--- src/verilog/posl_cfg.svh ---
// constants for the power-on strap loader
// assumes a 50 MHz clock and a 6-bit external converter code
`ifndef POSL_CFG_SVH
`define POSL_CFG_SVH
`define POSL_CLK_MHZ        50
`define POSL_READY_MAX_US   2500
`define POSL_READY_CYCLES   (`POSL_READY_MAX_US * `POSL_CLK_MHZ)
`define POSL_CODE_W         6
`define POSL_STRAP_N        4
`define POSL_PHASE_MAX      3
`define POSL_SETTLE_CYCLES  16
`define POSL_IDX_SET1       2'h0
`define POSL_IDX_SET2       2'h1
`define POSL_IDX_SET3       2'h2
`define POSL_IDX_THERM      2'h3
`endif

--- src/verilog/posl_pkg.sv ---
// types for the power-on strap loader
// assumes posl_cfg.svh is on the include path
`include "posl_cfg.svh"
package posl_pkg;
    typedef enum logic [2:0]
    {
        POSL_OFF      = 3'b000,
        POSL_WAIT_ON  = 3'b001,
        POSL_OFFSET   = 3'b010,
        POSL_DIVIDER  = 3'b011,
        POSL_CURRENT  = 3'b100,
        POSL_BOOTRAMP = 3'b101,
        POSL_READY    = 3'b110
    } posl_state_t;
    typedef logic [`POSL_CODE_W-1:0] posl_code_t;
endpackage : posl_pkg

--- src/verilog/posl_conv_step.sv ---
// one converter request/answer step, with a settle wait after the pin is selected
// assumes convDone comes from logic on the same clock
`timescale 1ns/10ps
`include "posl_cfg.svh"
module posl_conv_step
#(
    parameter int SETTLE = `POSL_SETTLE_CYCLES
)
(
    input  wire logic clk,       // system clock
    input  wire logic reset,     // synchronous reset
    input  wire logic start,     // one-cycle pulse: begin a step
    input  wire logic convDone,  // converter answer pulse
    output logic      convStart, // converter request pulse
    output logic      done       // one-cycle pulse: code is valid
);
    logic [7:0] settle;
    logic       busy;
    logic       waiting;

    assign done = waiting & convDone;

    always_ff @(posedge clk)
    begin
        if (reset)
        begin
            settle    <= 8'h00;
            busy      <= 1'b0;
            waiting   <= 1'b0;
            convStart <= 1'b0;
        end
        else
        begin
            convStart <= 1'b0;
            if (start)
            begin
                busy   <= 1'b1;
                settle <= 8'(SETTLE);
            end
            else if (busy && settle != 8'h00)
                settle <= settle - 8'h01;
            else if (busy)
            begin
                busy      <= 1'b0;
                waiting   <= 1'b1;
                convStart <= 1'b1;
            end
            else if (done)
                waiting <= 1'b0;
        end
    end
endmodule : posl_conv_step

--- src/verilog/posl_loader.sv ---
// start-up sequencer and strap configuration loader
// assumes analog comparators and converter are outside; comparator levels are asynchronous, converter answers are on this clock
`timescale 1ns/10ps
`include "posl_cfg.svh"

module posl_loader
    import posl_pkg::*;
#(
    parameter int READY_CYCLES = `POSL_READY_CYCLES,
    parameter int PHASES       = `POSL_PHASE_MAX
)
(
    input  wire logic               clk,              // 50 MHz clock
    input  wire logic               reset,            // synchronous, active high
    input  wire logic               supplyLowLockout, // supply below lockout, async
    input  wire logic               supplyAboveGood,  // supply above good threshold, async
    input  wire logic               vrOnRequest,      // external on request, async
    input  wire logic [PHASES-1:0]  phaseSenseNegHigh,// per-phase sense above supply-0.7V
    input  wire logic               noiseSuppressPin, // noise suppress pin level, async
    input  wire logic               offsetCalDone,    // offset correction finished
    input  wire logic               rampDone,         // boot ramp finished
    input  wire logic               convDone,         // converter answer pulse
    input  wire posl_pkg::posl_code_t convCode,       // converter code
    output logic                    convStart,        // converter request pulse
    output logic [1:0]              strapSelect,      // strap pin under conversion
    output logic                    currentSourceOn,  // 80 uA source into strap pin
    output logic                    offsetCalStart,   // offset correction request
    output logic                    bootRampStart,    // start ramp to boot voltage
    output logic                    supplyGood,       // internal supply good flag
    output logic                    chipEnable,       // controller enabled
    output logic                    highSideEnable,   // high-side switch allowed
    output logic                    lowSideEnable,    // low-side switch allowed
    output logic                    regulatorReady,   // ready for voltage commands
    output logic                    readyTimeout,     // ready missed its deadline
    output logic [1:0]              maxPhases,        // latched phase count
    output logic [3:0]              maxCurrentLimit,  // strap 1 current limit
    output logic [3:0]              onTimeSelect,     // strap 1 on-time
    output logic                    bootVoltageSelect,// 0: 0 V, 1: 1.8 V
    output logic [2:0]              overshootGuardThreshold, // strap 2
    output logic [1:0]              currentGain,      // strap 2
    output logic                    fastRampRate,     // strap 2, 0: 48 mV/us
    output logic                    noiseSuppressEnable, // strap 2 with pin
    output logic [1:0]              hfLoadlineLift,   // strap 2
    output logic [2:0]              quickResponseThreshold, // strap 3
    output logic [1:0]              zeroCrossThreshold, // strap 3
    output logic                    totalOvercurrentRatio, // 0: 160%, 1: 130%
    output logic [2:0]              undershootSuppress, // strap 3
    output logic                    rampLevelLowPower,// thermal strap
    output logic [1:0]              rampLevel,        // thermal strap
    output logic                    flatLoadlineEnable, // thermal strap
    output logic                    rampCompSink      // thermal strap
);
    // ==========================================================
    // input synchronisers
    logic [1:0]        syncLow;
    logic [1:0]        syncGood;
    logic [1:0]        syncOn;
    logic [1:0]        syncPin;
    logic [PHASES-1:0] syncPh0;
    logic [PHASES-1:0] syncPh1;
    always_ff @(posedge clk)
    begin
        syncLow  <= {syncLow[0], supplyLowLockout};
        syncGood <= {syncGood[0], supplyAboveGood};
        syncOn   <= {syncOn[0], vrOnRequest};
        syncPin  <= {syncPin[0], noiseSuppressPin};
        syncPh0  <= phaseSenseNegHigh;
        syncPh1  <= syncPh0;
    end
    wire lowS  = syncLow[1];
    wire goodS = syncGood[1] & ~lowS;
    wire onS   = syncOn[1];

    // ==========================================================
    // sequencer
    posl_state_t state;
    posl_state_t next_state;
    posl_code_t  divCode [`POSL_STRAP_N];
    posl_code_t  ofsCode [`POSL_STRAP_N];
    logic [31:0] readyCount;
    logic        stepStart;
    logic        stepDone;
    logic [1:0]  next_maxPhases;

    posl_conv_step u_step
    (
        .clk       (clk),
        .reset     (reset),
        .start     (stepStart),
        .convDone  (convDone),
        .convStart (convStart),
        .done      (stepDone)
    );

    wire enableOk   = goodS & onS;
    wire lastStrap  = (strapSelect == `POSL_IDX_THERM);
    // thermal strap uses only the divider step, so the current step stops before it
    wire lastOffset   = (strapSelect == `POSL_IDX_SET3);
    wire entering     = (state == POSL_WAIT_ON) && enableOk;
    wire calFinished  = (state == POSL_OFFSET) && (next_state == POSL_DIVIDER);
    wire divStore     = stepDone && (state == POSL_DIVIDER);
    wire ofsStore     = stepDone && (state == POSL_CURRENT);
    wire leaving      = (next_state <= POSL_WAIT_ON);
    wire rampEntry    = (next_state == POSL_BOOTRAMP) && (state != POSL_BOOTRAMP);
    // a done level left from an earlier ramp is still up while the new request is out,
    // so it only counts once the request pulse is gone
    wire rampFinished = rampDone && !bootRampStart;
    wire deadlineHit  = chipEnable && !regulatorReady && (readyCount >= 32'(READY_CYCLES));
    wire bootVoltageSelectNext = (strapSelect == `POSL_IDX_SET1 && stepDone)
                                 ? convCode[1] : ofsCode[`POSL_IDX_SET1][1];

    // lowest phase above phase 0 whose sense is high caps the count at that index
    always_comb
    begin
        next_maxPhases = 2'(PHASES);
        for (int i = PHASES - 1; i >= 1; i--)
            if (syncPh1[i])
                next_maxPhases = 2'(i);
    end

    always_comb
    begin
        next_state = state;
        case (state)
            POSL_OFF:      if (goodS) next_state = POSL_WAIT_ON;
            POSL_WAIT_ON:  if (enableOk) next_state = POSL_OFFSET;
            POSL_OFFSET:   if (offsetCalDone) next_state = POSL_DIVIDER;
            POSL_DIVIDER:  if (stepDone && lastStrap) next_state = POSL_CURRENT;
            POSL_CURRENT:  if (stepDone && lastOffset)
                               next_state = bootVoltageSelectNext ? POSL_BOOTRAMP
                                                                  : POSL_READY;
            POSL_BOOTRAMP: if (rampFinished) next_state = POSL_READY;
            POSL_READY:    next_state = POSL_READY;
            default:       next_state = POSL_OFF;
        endcase
        if (state != POSL_OFF && !goodS)
            next_state = POSL_OFF;
        else if (state > POSL_WAIT_ON && !onS)
            next_state = POSL_WAIT_ON;
    end

    // ==========================================================
    // state, strap pointer and request pulses
    always_ff @(posedge clk)
    begin
        if (reset)
        begin
            state           <= POSL_OFF;
            strapSelect     <= `POSL_IDX_SET1;
            currentSourceOn <= 1'b0;
            offsetCalStart  <= 1'b0;
            bootRampStart   <= 1'b0;
            stepStart       <= 1'b0;
        end
        else
        begin
            state          <= next_state;
            offsetCalStart <= entering;
            bootRampStart  <= rampEntry;
            stepStart      <= 1'b0;
            if (calFinished)
            begin
                strapSelect <= `POSL_IDX_SET1;
                stepStart   <= 1'b1;
            end
            if (divStore)
            begin
                strapSelect     <= lastStrap ? `POSL_IDX_SET1 : strapSelect + 2'h1;
                currentSourceOn <= lastStrap;
                stepStart       <= next_state == state || lastStrap;
            end
            if (ofsStore)
            begin
                strapSelect     <= strapSelect + 2'h1;
                currentSourceOn <= !lastOffset;
                stepStart       <= !lastOffset;
            end
            if (leaving)
            begin
                currentSourceOn <= 1'b0;
                stepStart       <= 1'b0;
            end
        end
    end

    // ==========================================================
    // converter codes, rewritten by every readout
    always_ff @(posedge clk)
    begin
        if (reset)
        begin
            for (int i = 0; i < `POSL_STRAP_N; i++)
            begin
                divCode[i] <= '0;
                ofsCode[i] <= '0;
            end
        end
        else if (divStore)
            divCode[strapSelect] <= convCode;
        else if (ofsStore)
            ofsCode[strapSelect] <= convCode;
    end

    // ==========================================================
    // phase count latch
    always_ff @(posedge clk)
    begin
        if (reset)
            maxPhases <= 2'(PHASES);
        else if (entering)
            maxPhases <= next_maxPhases;
    end

    // ==========================================================
    // ready deadline
    // the counter only flags a late ready; it cannot hurry the readout along
    always_ff @(posedge clk)
    begin
        if (reset)
        begin
            readyCount   <= 32'h0;
            readyTimeout <= 1'b0;
        end
        else
        begin
            if (!chipEnable)
                readyCount <= 32'h0;
            else if (!regulatorReady && !deadlineHit)
                readyCount <= readyCount + 32'h1;
            readyTimeout <= deadlineHit;
        end
    end

    // ==========================================================
    // registered outputs
    always_ff @(posedge clk)
    begin
        if (reset)
        begin
            supplyGood     <= 1'b0;
            chipEnable     <= 1'b0;
            highSideEnable <= 1'b0;
            lowSideEnable  <= 1'b0;
            regulatorReady <= 1'b0;
            noiseSuppressEnable <= 1'b0;
        end
        else
        begin
            supplyGood     <= goodS;
            chipEnable     <= next_state > POSL_WAIT_ON;
            highSideEnable <= !lowS && next_state == POSL_READY;
            lowSideEnable  <= !lowS && next_state == POSL_READY;
            regulatorReady <= next_state == POSL_READY;
            noiseSuppressEnable <= ofsCode[`POSL_IDX_SET2][3] & syncPin[1];
        end
    end

    // ==========================================================
    // strap 1 fields
    // decoded fields stay put until the next readout rewrites the codes
    assign maxCurrentLimit         = divCode[`POSL_IDX_SET1][3:0];
    assign onTimeSelect            = {divCode[`POSL_IDX_SET1][4],
                                      ofsCode[`POSL_IDX_SET1][4:2]};
    assign bootVoltageSelect       = ofsCode[`POSL_IDX_SET1][1];

    // ==========================================================
    // strap 2 fields
    assign overshootGuardThreshold = divCode[`POSL_IDX_SET2][4:2];
    assign currentGain             = divCode[`POSL_IDX_SET2][1:0];
    assign fastRampRate            = ofsCode[`POSL_IDX_SET2][4];
    assign hfLoadlineLift          = ofsCode[`POSL_IDX_SET2][2:1];

    // ==========================================================
    // strap 3 fields
    assign quickResponseThreshold  = divCode[`POSL_IDX_SET3][4:2];
    assign zeroCrossThreshold      = divCode[`POSL_IDX_SET3][1:0];
    assign totalOvercurrentRatio   = ofsCode[`POSL_IDX_SET3][4];
    assign undershootSuppress      = ofsCode[`POSL_IDX_SET3][3:1];

    // ==========================================================
    // thermal strap fields, divider step only
    assign rampLevelLowPower       = divCode[`POSL_IDX_THERM][5];
    assign rampLevel               = divCode[`POSL_IDX_THERM][4:3];
    assign flatLoadlineEnable      = divCode[`POSL_IDX_THERM][2];
    assign rampCompSink            = divCode[`POSL_IDX_THERM][1];
endmodule : posl_loader

--- config.mk ---
export PLATFORM = sky130hd
export DESIGN_NAME = posl_loader
export DESIGN_NICKNAME = d
export VERILOG_FILES = /design/src/verilog/posl_pkg.sv /design/src/verilog/posl_conv_step.sv /design/src/verilog/posl_loader.sv
export VERILOG_INCLUDE_DIRS = /design/src /design/src/verilog
export SDC_FILE = /design/constraint.sdc
export NUM_CORES = 1
export LEC_CHECK = 0
export ABC_AREA = 1
export BUFFER_PORTS_ARGS = -buffer_cell sky130_fd_sc_hd__buf_4
export CAP_MARGIN = 20
export CORE_MARGIN = 1.5
export CORE_UTILIZATION = 52
export DETAILED_ROUTE_END_ITERATION = 16
export HOLD_SLACK_MARGIN = 0.1
export PLACE_DENSITY = 0.76
export SYNTH_ARGS = -nofsm -noshare
export SYNTH_HDL_FRONTEND = slang
export SYNTH_HIERARCHICAL = 1
export SYNTH_SLANG_ARGS = --single-unit
export TNS_END_PERCENT = 30
--- constraint.sdc ---
create_clock -name clk -period 1.5 [get_ports clk]
set_input_delay 0.3 -clock clk [delete_from_list [all_inputs] [get_ports clk]]
set_output_delay 0.3 -clock clk [all_outputs]
set_load 0.02 [all_outputs]
==> flow_summary.yaml, run 1 <==
pwr:
  ir_worst_vdd_mv: 0.573
  total_leakage_power_nw: 3.24
  design_power_total_mw: 5.17
  power_density_nw_per_um2: 700
sta:
  timing.max_slew.rel_slack: 0.731
  postLayoutSetupSlackWorst_ps: -142
  worst_clk_skew_ps: 17.4
  fmax_mhz: 609
  worst_pin_slew_ps: 402
  final_period_minus_worst_setup_slack_ps: 1640
  fin_hold_ws_ps: 244
  setup_viol_count_final: 47
  report.final.hold_viol_count: 0
  final_min_period_over_clock_period: 1.09
  finalMaxSlewViolations: 0
  finalSetupTns_ps: -3210
  rsz0062_at_grt: "yes"
die:
  start_util: 0.532
  design.die.area_um2: 10500
  core_region_area_um2: 9680
  num_rows: 36
  io_pins: 64
  fp.dieW_um: 103
  die_h_um: 103
routing:
  drt-initial-drc-count: 283
  route.detailed.drc: 0
  detailedRoute.firstPassIterationCount: 5
  wl_um: 15300
  detail-route-antenna-nets: 0
  drt-vias-per-instance: 5.35
  wire_per_inst_um: 15.5
  via_count: 5281
logic_synthesis:
  synth.most_common_cell: "nand2_1"
  synth.yosys.seq_area_share: 0.466
  post_synth.cell_area_avg_um2: 7.48
  synth.top_cells.by_area: "dfxtp_1 (28%), edfxtp_1 (19%), nand2_1 (14%)"
  synth_async_sr_flop_share: 0
  postSynthCellCount: 689
  synth.yosys.warnings: 6
  synth.top_cell.area_share: 0.280
  synth_top_flop_cell: "dfxtp_1"
  syn_nets: 714
  synth-edff-count: 32
  ys_ff_latch: 104
  synth_top_area_cell: "dfxtp_1"
  post_synth_instance_area_um2: 5150
  post_synth_most_frequent_cells: "nand2_1 (187), nor2_1 (112), dfxtp_1 (72), inv_1 (72), nand3_1 (57)"
  yosysUniqueCellTypes: 35
placement:
  place.port_buffers: 62
  place.gp.congestion: 0.911
  post-dp-hpwl_um: 9560
worst_setup_path:
  cp_data_arrival_time_ps: 1960
  critPathMaxStageDelay_ps: 360
  crit_path_max_fanout: 4
  crit_path_cell_trace: "nand2_1, inv_2, buf_4, nand2_2, inv_1, nor2_1, nor2_1, nand4_1, nand2_2, buf_4, nand3_1, nor2_1"
  crit_path_start_kind: "flop"
  worst_path_max_delay_cell: "dfxtp_2"
  critPathRequiredTime_ps: 1820
  worst_path_most_repeated_cell: "nor2_1"
  timing.setup.critical_path_class: "reg2reg"
  critical_path.endpoint_type: "flop"
clocking:
  worst_skew_pair.late_latency_ps: 380
  tritoncts: "done"
  cts_max_path_buffers: 2
  number_of_buffers_created_by_cts: 9
  path_clk_slew_ps: 120
  htree_num_levels: 3
  clock_root_buffer_master: "clkbuf_8"
  cts.sink_count: 104
run_status:
  failed_checks: "negative setup slack"
  run_status: "finished with violations"
finish:
  final_layout_size_suffix_gt1_frac: 0.407
  area_growth_pct: 43.3
  antenna_cell_count: 0
  fin_nets: 874
  multi_input_comb_area_um2: 2850
  number_of_filler_instances_in_the_final_layout: 656
  layout.area.seq_um2: 2450
global_route:
  globalRouteTotalUtil: 0.274
  globalRouteOverflowTotal: 0
  maximum_number_of_pins_on_one_net_before_global_route_repair: 33
  grt_pass1_wl_um: 22500
  grt_pass1_vias: 4967
  grt_antenna_before_repair: 0
run:
  timing.max_cap.violations: 0
min_path:
  hold_class: "in2reg"
## final cells by class
class                           instances  area share
Clock inverter                          7      0.0125
Multi-Input combinational cell        489       0.386
Inverter                               77      0.0398
Clock buffer                            9      0.0168
Sequential cell                       104       0.332
Tap cell                              133      0.0225
Timing Repair Buffer                  168       0.191
## metrics by stage
| step | cells | setup slack, ps | util | cell area (µm²) |
|---|---|---|---|---|
| floorplan | 689 | -75.4 | - | 5170 |
| finish | 987 | -142 | 0.763 | 7390 |
| global placement | 943 | -87.8 | 0.656 | 6350 |
| CTS | 978 | -36.4 | 0.723 | 7000 |
| global route | 987 | -216 | 0.763 | 7390 |
| detailed placement | 943 | -110 | 0.656 | 6350 |
## final timing paths
check                                                  from                       end  slack [ps]  depth (start not counted)
worst min register to register          syncGood[0]$_DFF_P_       syncGood[1]$_DFF_P_         330                          0
worst min-delay path                            convCode[5]   divCode[3][5]$_DFFE_PP_         240                          3
worst max-delay path            u_step/waiting$_SDFFE_PP0P_  bootRampStart$_SDFF_PP0_        -140                         12
worst max register to register  u_step/waiting$_SDFFE_PP0P_  bootRampStart$_SDFF_PP0_        -140                         12
## placed cells by master, fill, tap and decap left out, drive strengths merged, types with 9 or more instances in the layout
cell	count
a21oi	41
clkbuf	10
buf	161
dfxtp	72
edfxtp	32
nor3	9
nand3	59
nand2	196
inv	81
nand4	9
o21ai	11
nor2	129
xor2	15
## power by group
group | switching (mW) | total (mW) | internal, mW | leakage [nW]
combinational | 0.187 | 0.318 | 0.132 | 2.20
clock | 1.08 | 1.90 | 0.819 | 0.109
sequential | 0.0227 | 2.95 | 2.93 | 0.926
## layer usage
metal,GRT usage,wire [µm]
met2,0.505,8230
met1,0.319,5740
met4,0.0948,351
met3,0.0508,992
met5,0,0
## cell families after synthesis
kind of cell               count (synthesis)  synth area share
AOI/OAI and AO/OA                         55            0.0587
xor gates and xnor gates                  17            0.0289
adders and majority gates                  7            0.0170
buffers and inverters                     96            0.0757
DFF                                      104             0.466
and+or+nand+nor                          410             0.354
## worst max-delay path: cells and delay by family (launching register included)
| family | cells | cell delay (ps) |
|---|---|---|
| buffers and inverters | 4 | 420 |
| flip-flops | 1 | 360 |
| AND/OR/NAND/NOR | 8 | 800 |
## repair_timing
| action | 4_1_cts | 5_1_grt |
|---|---|---|
| endpoints found under the hold margin | 6 | 0 |
| resized for setup | 85 | 84 |
| endpoints found under the setup margin | 58 | 88 |
| buffers inserted | 11 | 8 |
| hold buffers | 6 | 0 |
| pin swaps | 26 | 18 |
| cloned | 2 | 1 |
## registers in the layout, indices dropped and copies added, names as in the netlist, 2 cells and up
signal	cells
ofsCode	12
strapSelect	2
state	3
maxPhases	2
syncPin	2
syncLow	2
syncGood	2
syncOn	2
readyCount	32
syncPh0	2
syncPh1	2
u_step/settle	8
divCode	20
No activity file was read; power rests on OpenSTA's default activity.
==> run 2, diff against run 1 <==
- PLACE_DENSITY: 0.76 -> not set
- PLACE_DENSITY_LB_ADDON: not set -> 0.3
==> run 2 against run 1 <==
The flow still finishes with violations (negative setup slack); register-to-register slack better by 50 ps; clock skew down 6.5 ps; worst hold slack worse by 100 ps; combinational power down 2%; flip-flop and latch count unchanged; non-clock buffer count down 5; design area down 4.0%; critical endpoint is now readyCount[22]$_SDFFE_PP0P_; highest routed layer unchanged.
==> flow_summary.yaml, run 2 (synthesized netlist as in run 1, its figures left out) <==
sta:
  worst_clk_skew_ps: 11.0
  timing.max_slew.rel_slack: 0.692
  postLayoutSetupSlackWorst_ps: -89.9
  fmax_mhz: 629
  rsz0062_at_grt: "yes"
  report.final.hold_viol_count: 0
  final_period_minus_worst_setup_slack_ps: 1590
  final_min_period_over_clock_period: 1.06
  finalMaxSlewViolations: 0
  setup_viol_count_final: 24
  worst_pin_slew_ps: 461
routing:
  wire_per_inst_um: 14.4
  via_count: 5075
  detailedRoute.firstPassIterationCount: 4
  drt-vias-per-instance: 5.17
  detail-route-antenna-nets: 0
  drt-initial-drc-count: 184
  route.detailed.drc: 0
  wl_um: 14100
global_route:
  grt_pass1_wl_um: 21100
  grt_pass1_vias: 4711
  globalRouteTotalUtil: 0.257
  maximum_number_of_pins_on_one_net_before_global_route_repair: 33
  grt_antenna_before_repair: 0
  globalRouteOverflowTotal: 0
run_status:
  run_status: "finished with violations"
  failed_checks: "negative setup slack"
worst_setup_path:
  timing.setup.critical_path_class: "reg2reg"
  cp_data_arrival_time_ps: 1910
  critPathRequiredTime_ps: 1820
  worst_path_most_repeated_cell: "nand2_1"
  crit_path_cell_trace: "inv_2, nand2_2, nor2_1, nand2_1, nand2_1, nand2_1, nand2_1, nand2_2, nand2_4, buf_6, clkbuf_16, nand3_1, a21oi_1"
  critPathMaxStageDelay_ps: 350
  crit_path_max_fanout: 8
  crit_path_start_kind: "flop"
  worst_path_max_delay_cell: "dfxtp_2"
  critical_path.endpoint_type: "flop"
finish:
  antenna_cell_count: 0
  layout.area.seq_um2: 2440
  layout_top_registers: "readyCount: 32 flops, divCode: 20 flops, ofsCode: 12 flops"
  number_of_filler_instances_in_the_final_layout: 720
  area_growth_pct: 37.5
  most_frequent_cells_in_the_layout: "nand2_1 (167), buf_4 (146), nor2_1 (95)"
  final_layout_size_suffix_gt1_frac: 0.363
  max_flop_register: "readyCount"
  mostFrequentLayoutCell: "nand2_1"
  multi_input_comb_area_um2: 2650
  largest_reg_flops: 32
  post-route-cell-area_um2: 7090
  fin_nets: 869
placement:
  place.port_buffers: 62
  post_dp_cell_area_um2: 6340
  place.gp.congestion: 0.925
  post-dp-hpwl_um: 9550
die:
  fp.dieW_um: 103
  num_rows: 36
  design.die.area_um2: 10500
  io_pins: 64
  core_region_area_um2: 9680
  start_util: 0.532
  die_h_um: 103
pwr:
  design_power_total_mw: 5.10
  ir_worst_vdd_mv: 0.772
  power_density_nw_per_um2: 719
  total_leakage_power_nw: 3.00
clocking:
  htree_num_levels: 3
  cts_max_path_buffers: 2
  path_clk_slew_ps: 100
  worst_skew_pair.late_latency_ps: 380
  tritoncts: "done"
  clock_root_buffer_master: "clkbuf_8"
  number_of_buffers_created_by_cts: 9
  cts.sink_count: 104
min_path:
  hold_class: "in2reg"
run:
  timing.max_cap.violations: 0
-- run 2: report_power, final --
part,internal [mW],switching (mW)
sequential,2.94,0.0220
clock,0.792,1.04
combinational,0.131,0.181
total,3.86,1.24
-- run 2: critical path, delay by kind of cell, from the launching register on --
kind                   cells  cell delay (ps)
AO/OA/AOI/OAI              1              160
buffers and inverters      3              360
flip-flops                 1              350
AND/OR/NAND/NOR            9              660
-- run 2: layout make-up --
| type | count | area share |
|---|---|---|
| multi-input cells | 489 | 0.374 |
| flip-flops and latches | 104 | 0.344 |
| repair buffers | 163 | 0.188 |
| inverters | 77 | 0.0418 |
| well taps | 133 | 0.0235 |
| clock buffers | 9 | 0.0175 |
| clock inverters | 7 | 0.0106 |
-- run 2: through the flow --
step                       util  setup TNS, ps  hold WS [ps]  instances  setup slack, ps
after floorplan               -           -889           310        689            -75.4
after global placement    0.655          -1610           312        944            -70.8
after detailed placement  0.655          -2120           313        944            -82.0
after CTS                 0.697           -136           103        973            -34.4
after global routing      0.732          -5890           147        982             -232
final                     0.732           -720           142        982            -89.9
-- run 2: worst paths after layout --
kind | slack, ps | cells after the start | startpoint | to
setup / recovery | -90 | 13 | readyCount[7]$_SDFFE_PP0P_ | readyCount[22]$_SDFFE_PP0P_
hold / removal | 140 | 2 | reset | noiseSuppressEnable$_SDFF_PP0_
setup reg to reg | -90 | 13 | readyCount[7]$_SDFFE_PP0P_ | readyCount[22]$_SDFFE_PP0P_
hold reg to reg | 330 | 0 | syncGood[0]$_DFF_P_ | syncGood[1]$_DFF_P_
-- run 2: what timing repair did --
action	CTS	global route
buffers inserted	7	8
hold buffers	6	0
endpoints found under the hold margin	6	0
resized for setup	34	85
cloned	1	1
pin swaps	18	41
endpoints found under the setup margin	39	88
-- run 2: layer usage --
metal / routed length, µm / up-vias / track usage
met5: 0 / - / 0
met4: 408 / 0 / 0.112
met3: 673 / 38 / 0.0481
met2: 7300 / 163 / 0.452
met1: 5730 / 2378 / 0.307
li1: - / 2496 / -
==> run 3, diff against run 2 <==
- CORE_UTILIZATION: 52 -> 54
- CTS_BUF_LIST: not set -> sky130_fd_sc_hd__clkbuf_4 sky130_fd_sc_hd__clkbuf_8
- SETUP_SLACK_MARGIN: not set -> 0.05
==> run 3 against run 2 <==
The run still ends with negative setup slack left; power fell by 0.15%; combinational power grew 4%; clock skew rose by 3.9 ps; die area is 3.6% lower; count of clock-buffer cells in the layout up 3; clock power is essentially flat; non-clock buffer count up 10; sequential share of layout area is 1.8 points lower; setup slack got worse by 110 ps; final cell count is 0.61% higher; routed wire length increased by 11%; core utilization increased by 8.3 points; critical endpoint is now readyCount[15]$_SDFFE_PP0P_; largest cell class unchanged.
==> flow_summary.yaml, run 3 (synthesized netlist as in run 1, its figures left out) <==
run_status:
  run_status: "finished with violations"
  failed_checks: "negative setup slack"
die:
  die_h_um: 101
  core_region_area_um2: 9240
  start_util: 0.558
  fp.dieW_um: 101
  io_pins: 64
  design.die.area_um2: 10100
  num_rows: 35
finish:
  antenna_cell_count: 0
  fin_nets: 879
  layout_top_registers: "readyCount: 32 flops, divCode: 20 flops, ofsCode: 12 flops"
  final_layout_size_suffix_gt1_frac: 0.446
  mostFrequentLayoutCell: "nand2_1"
  layout.area.seq_um2: 2460
  largest_reg_flops: 32
  multi_input_comb_area_um2: 2940
  number_of_filler_instances_in_the_final_layout: 523
  most_frequent_cells_in_the_layout: "nand2_1 (155), buf_4 (154), nor2_1 (78)"
  area_growth_pct: 46.0
  max_flop_register: "readyCount"
  post-route-cell-area_um2: 7530
sta:
  report.final.hold_viol_count: 0
  worst_pin_slew_ps: 482
  rsz0062_at_grt: "yes"
  timing.max_slew.rel_slack: 0.679
  final_min_period_over_clock_period: 1.13
  fmax_mhz: 590
  final_period_minus_worst_setup_slack_ps: 1700
  fin_hold_ws_ps: 161
  postLayoutSetupSlackWorst_ps: -196
  worst_clk_skew_ps: 14.9
  finalMaxSlewViolations: 0
  setup_viol_count_final: 51
run:
  timing.max_cap.violations: 0
clocking:
  tritoncts: "done"
  clock_root_buffer_master: "clkbuf_8"
  cts.sink_count: 104
  cts_max_path_buffers: 2
  number_of_buffers_created_by_cts: 9
  path_clk_slew_ps: 110
  worst_skew_pair.late_latency_ps: 390
  htree_num_levels: 3
routing:
  detailedRoute.firstPassIterationCount: 5
  route.detailed.drc: 0
  wl_um: 15700
  wire_per_inst_um: 15.9
  detail-route-antenna-nets: 0
  via_count: 5285
  drt-initial-drc-count: 419
  drt-vias-per-instance: 5.35
global_route:
  globalRouteOverflowTotal: 0
  grt_pass1_vias: 4980
  grt_antenna_before_repair: 0
  globalRouteTotalUtil: 0.285
  grt_pass1_wl_um: 22700
  maximum_number_of_pins_on_one_net_before_global_route_repair: 33
placement:
  post-dp-hpwl_um: 9240
  post_dp_cell_area_um2: 6350
  detailedPlace.worstSlack_ps: -96.1
  place.port_buffers: 62
  place.gp.congestion: 0.974
worst_setup_path:
  worst_path_most_repeated_cell: "nand2_1"
  timing.setup.critical_path_class: "reg2reg"
  critPathRequiredTime_ps: 1820
  crit_path_max_fanout: 8
  critPathMaxStageDelay_ps: 370
  critical_path_cell_count: 13
  timing.critical_path.buf_inv: 2
  critical_path.endpoint_type: "flop"
  worst_path_max_delay_cell: "dfxtp_4"
  worstRegToRegCells: 13
  cp_data_arrival_time_ps: 2010
  worst_path_dominant_cell_family: "simple AND/OR/NAND/NOR gates"
  crit_path_cell_trace: "nor2_2, nand2_1, nand2_1, nand2_1, nand2_1, nand2_1, nand2_1, nand2_2, nand2_4, buf_6, buf_16, nand3_2, a21oi_2"
  crit_path_start_kind: "flop"
pwr:
  power_density_nw_per_um2: 676
  ir_worst_vdd_mv: 0.672
  total_leakage_power_nw: 3.21
  design_power_total_mw: 5.09
min_path:
  hold_class: "in2reg"
  hold_path_cell_cnt: 2
-- run 3: stage by stage --
stage                     TNS, ps  utilization  cells
after floorplan                 0            -    689
after CTS                    -301        0.760    977
final                       -6180        0.815    988
after global placement       -659        0.687    938
after global routing       -10050        0.815    988
after detailed placement    -3820        0.687    938
-- run 3: power by group --
group	leakage (nW)	internal, mW	switching, mW
clock	0.107	0.841	0.971
sequential	0.928	2.93	0.0236
combinational	2.17	0.138	0.186
-- run 3: path summary, 6_finish.rpt --
kind / startpoint / to / slack (ps)
hold / removal: reset / strapSelect[1]$_SDFFE_PP0P_ / 160
setup / recovery: readyCount[4]$_SDFFE_PP0P_ / readyCount[15]$_SDFFE_PP0P_ / -200
hold reg to reg: syncGood[0]$_DFF_P_ / syncGood[1]$_DFF_P_ / 330
setup reg to reg: readyCount[4]$_SDFFE_PP0P_ / readyCount[15]$_SDFFE_PP0P_ / -200
-- run 3: area by class of cell --
cell class | instances | share of cell area
Multi-Input combinational cell | 489 | 0.391
Timing Repair Buffer | 173 | 0.195
Tap cell | 129 | 0.0214
Sequential cell | 104 | 0.326
Clock inverter | 4 | 0.00731
Clock buffer | 12 | 0.0194
Inverter | 77 | 0.0397
-- run 3: what timing repair did --
action | 4_1_cts | 5_1_grt
gates resized for setup | 86 | 111
endpoints found under the setup margin | 86 | 100
buffers inserted | 14 | 11
endpoints found under the hold margin | 6 | 0
pin swaps | 29 | 58
gates cloned | 3 | 1
hold buffers | 6 | 0
-- run 3: metal layers --
metal  routed length, µm  global-route usage  up-vias  part of all wire
met4                 493               0.114        0             0.031
met2                7950               0.494      237              0.51
met1                6130               0.343     2473              0.39
met5                   0                   0        -                 0
met3                1120              0.0645       63             0.071
li1                    -                   -     2512                 -
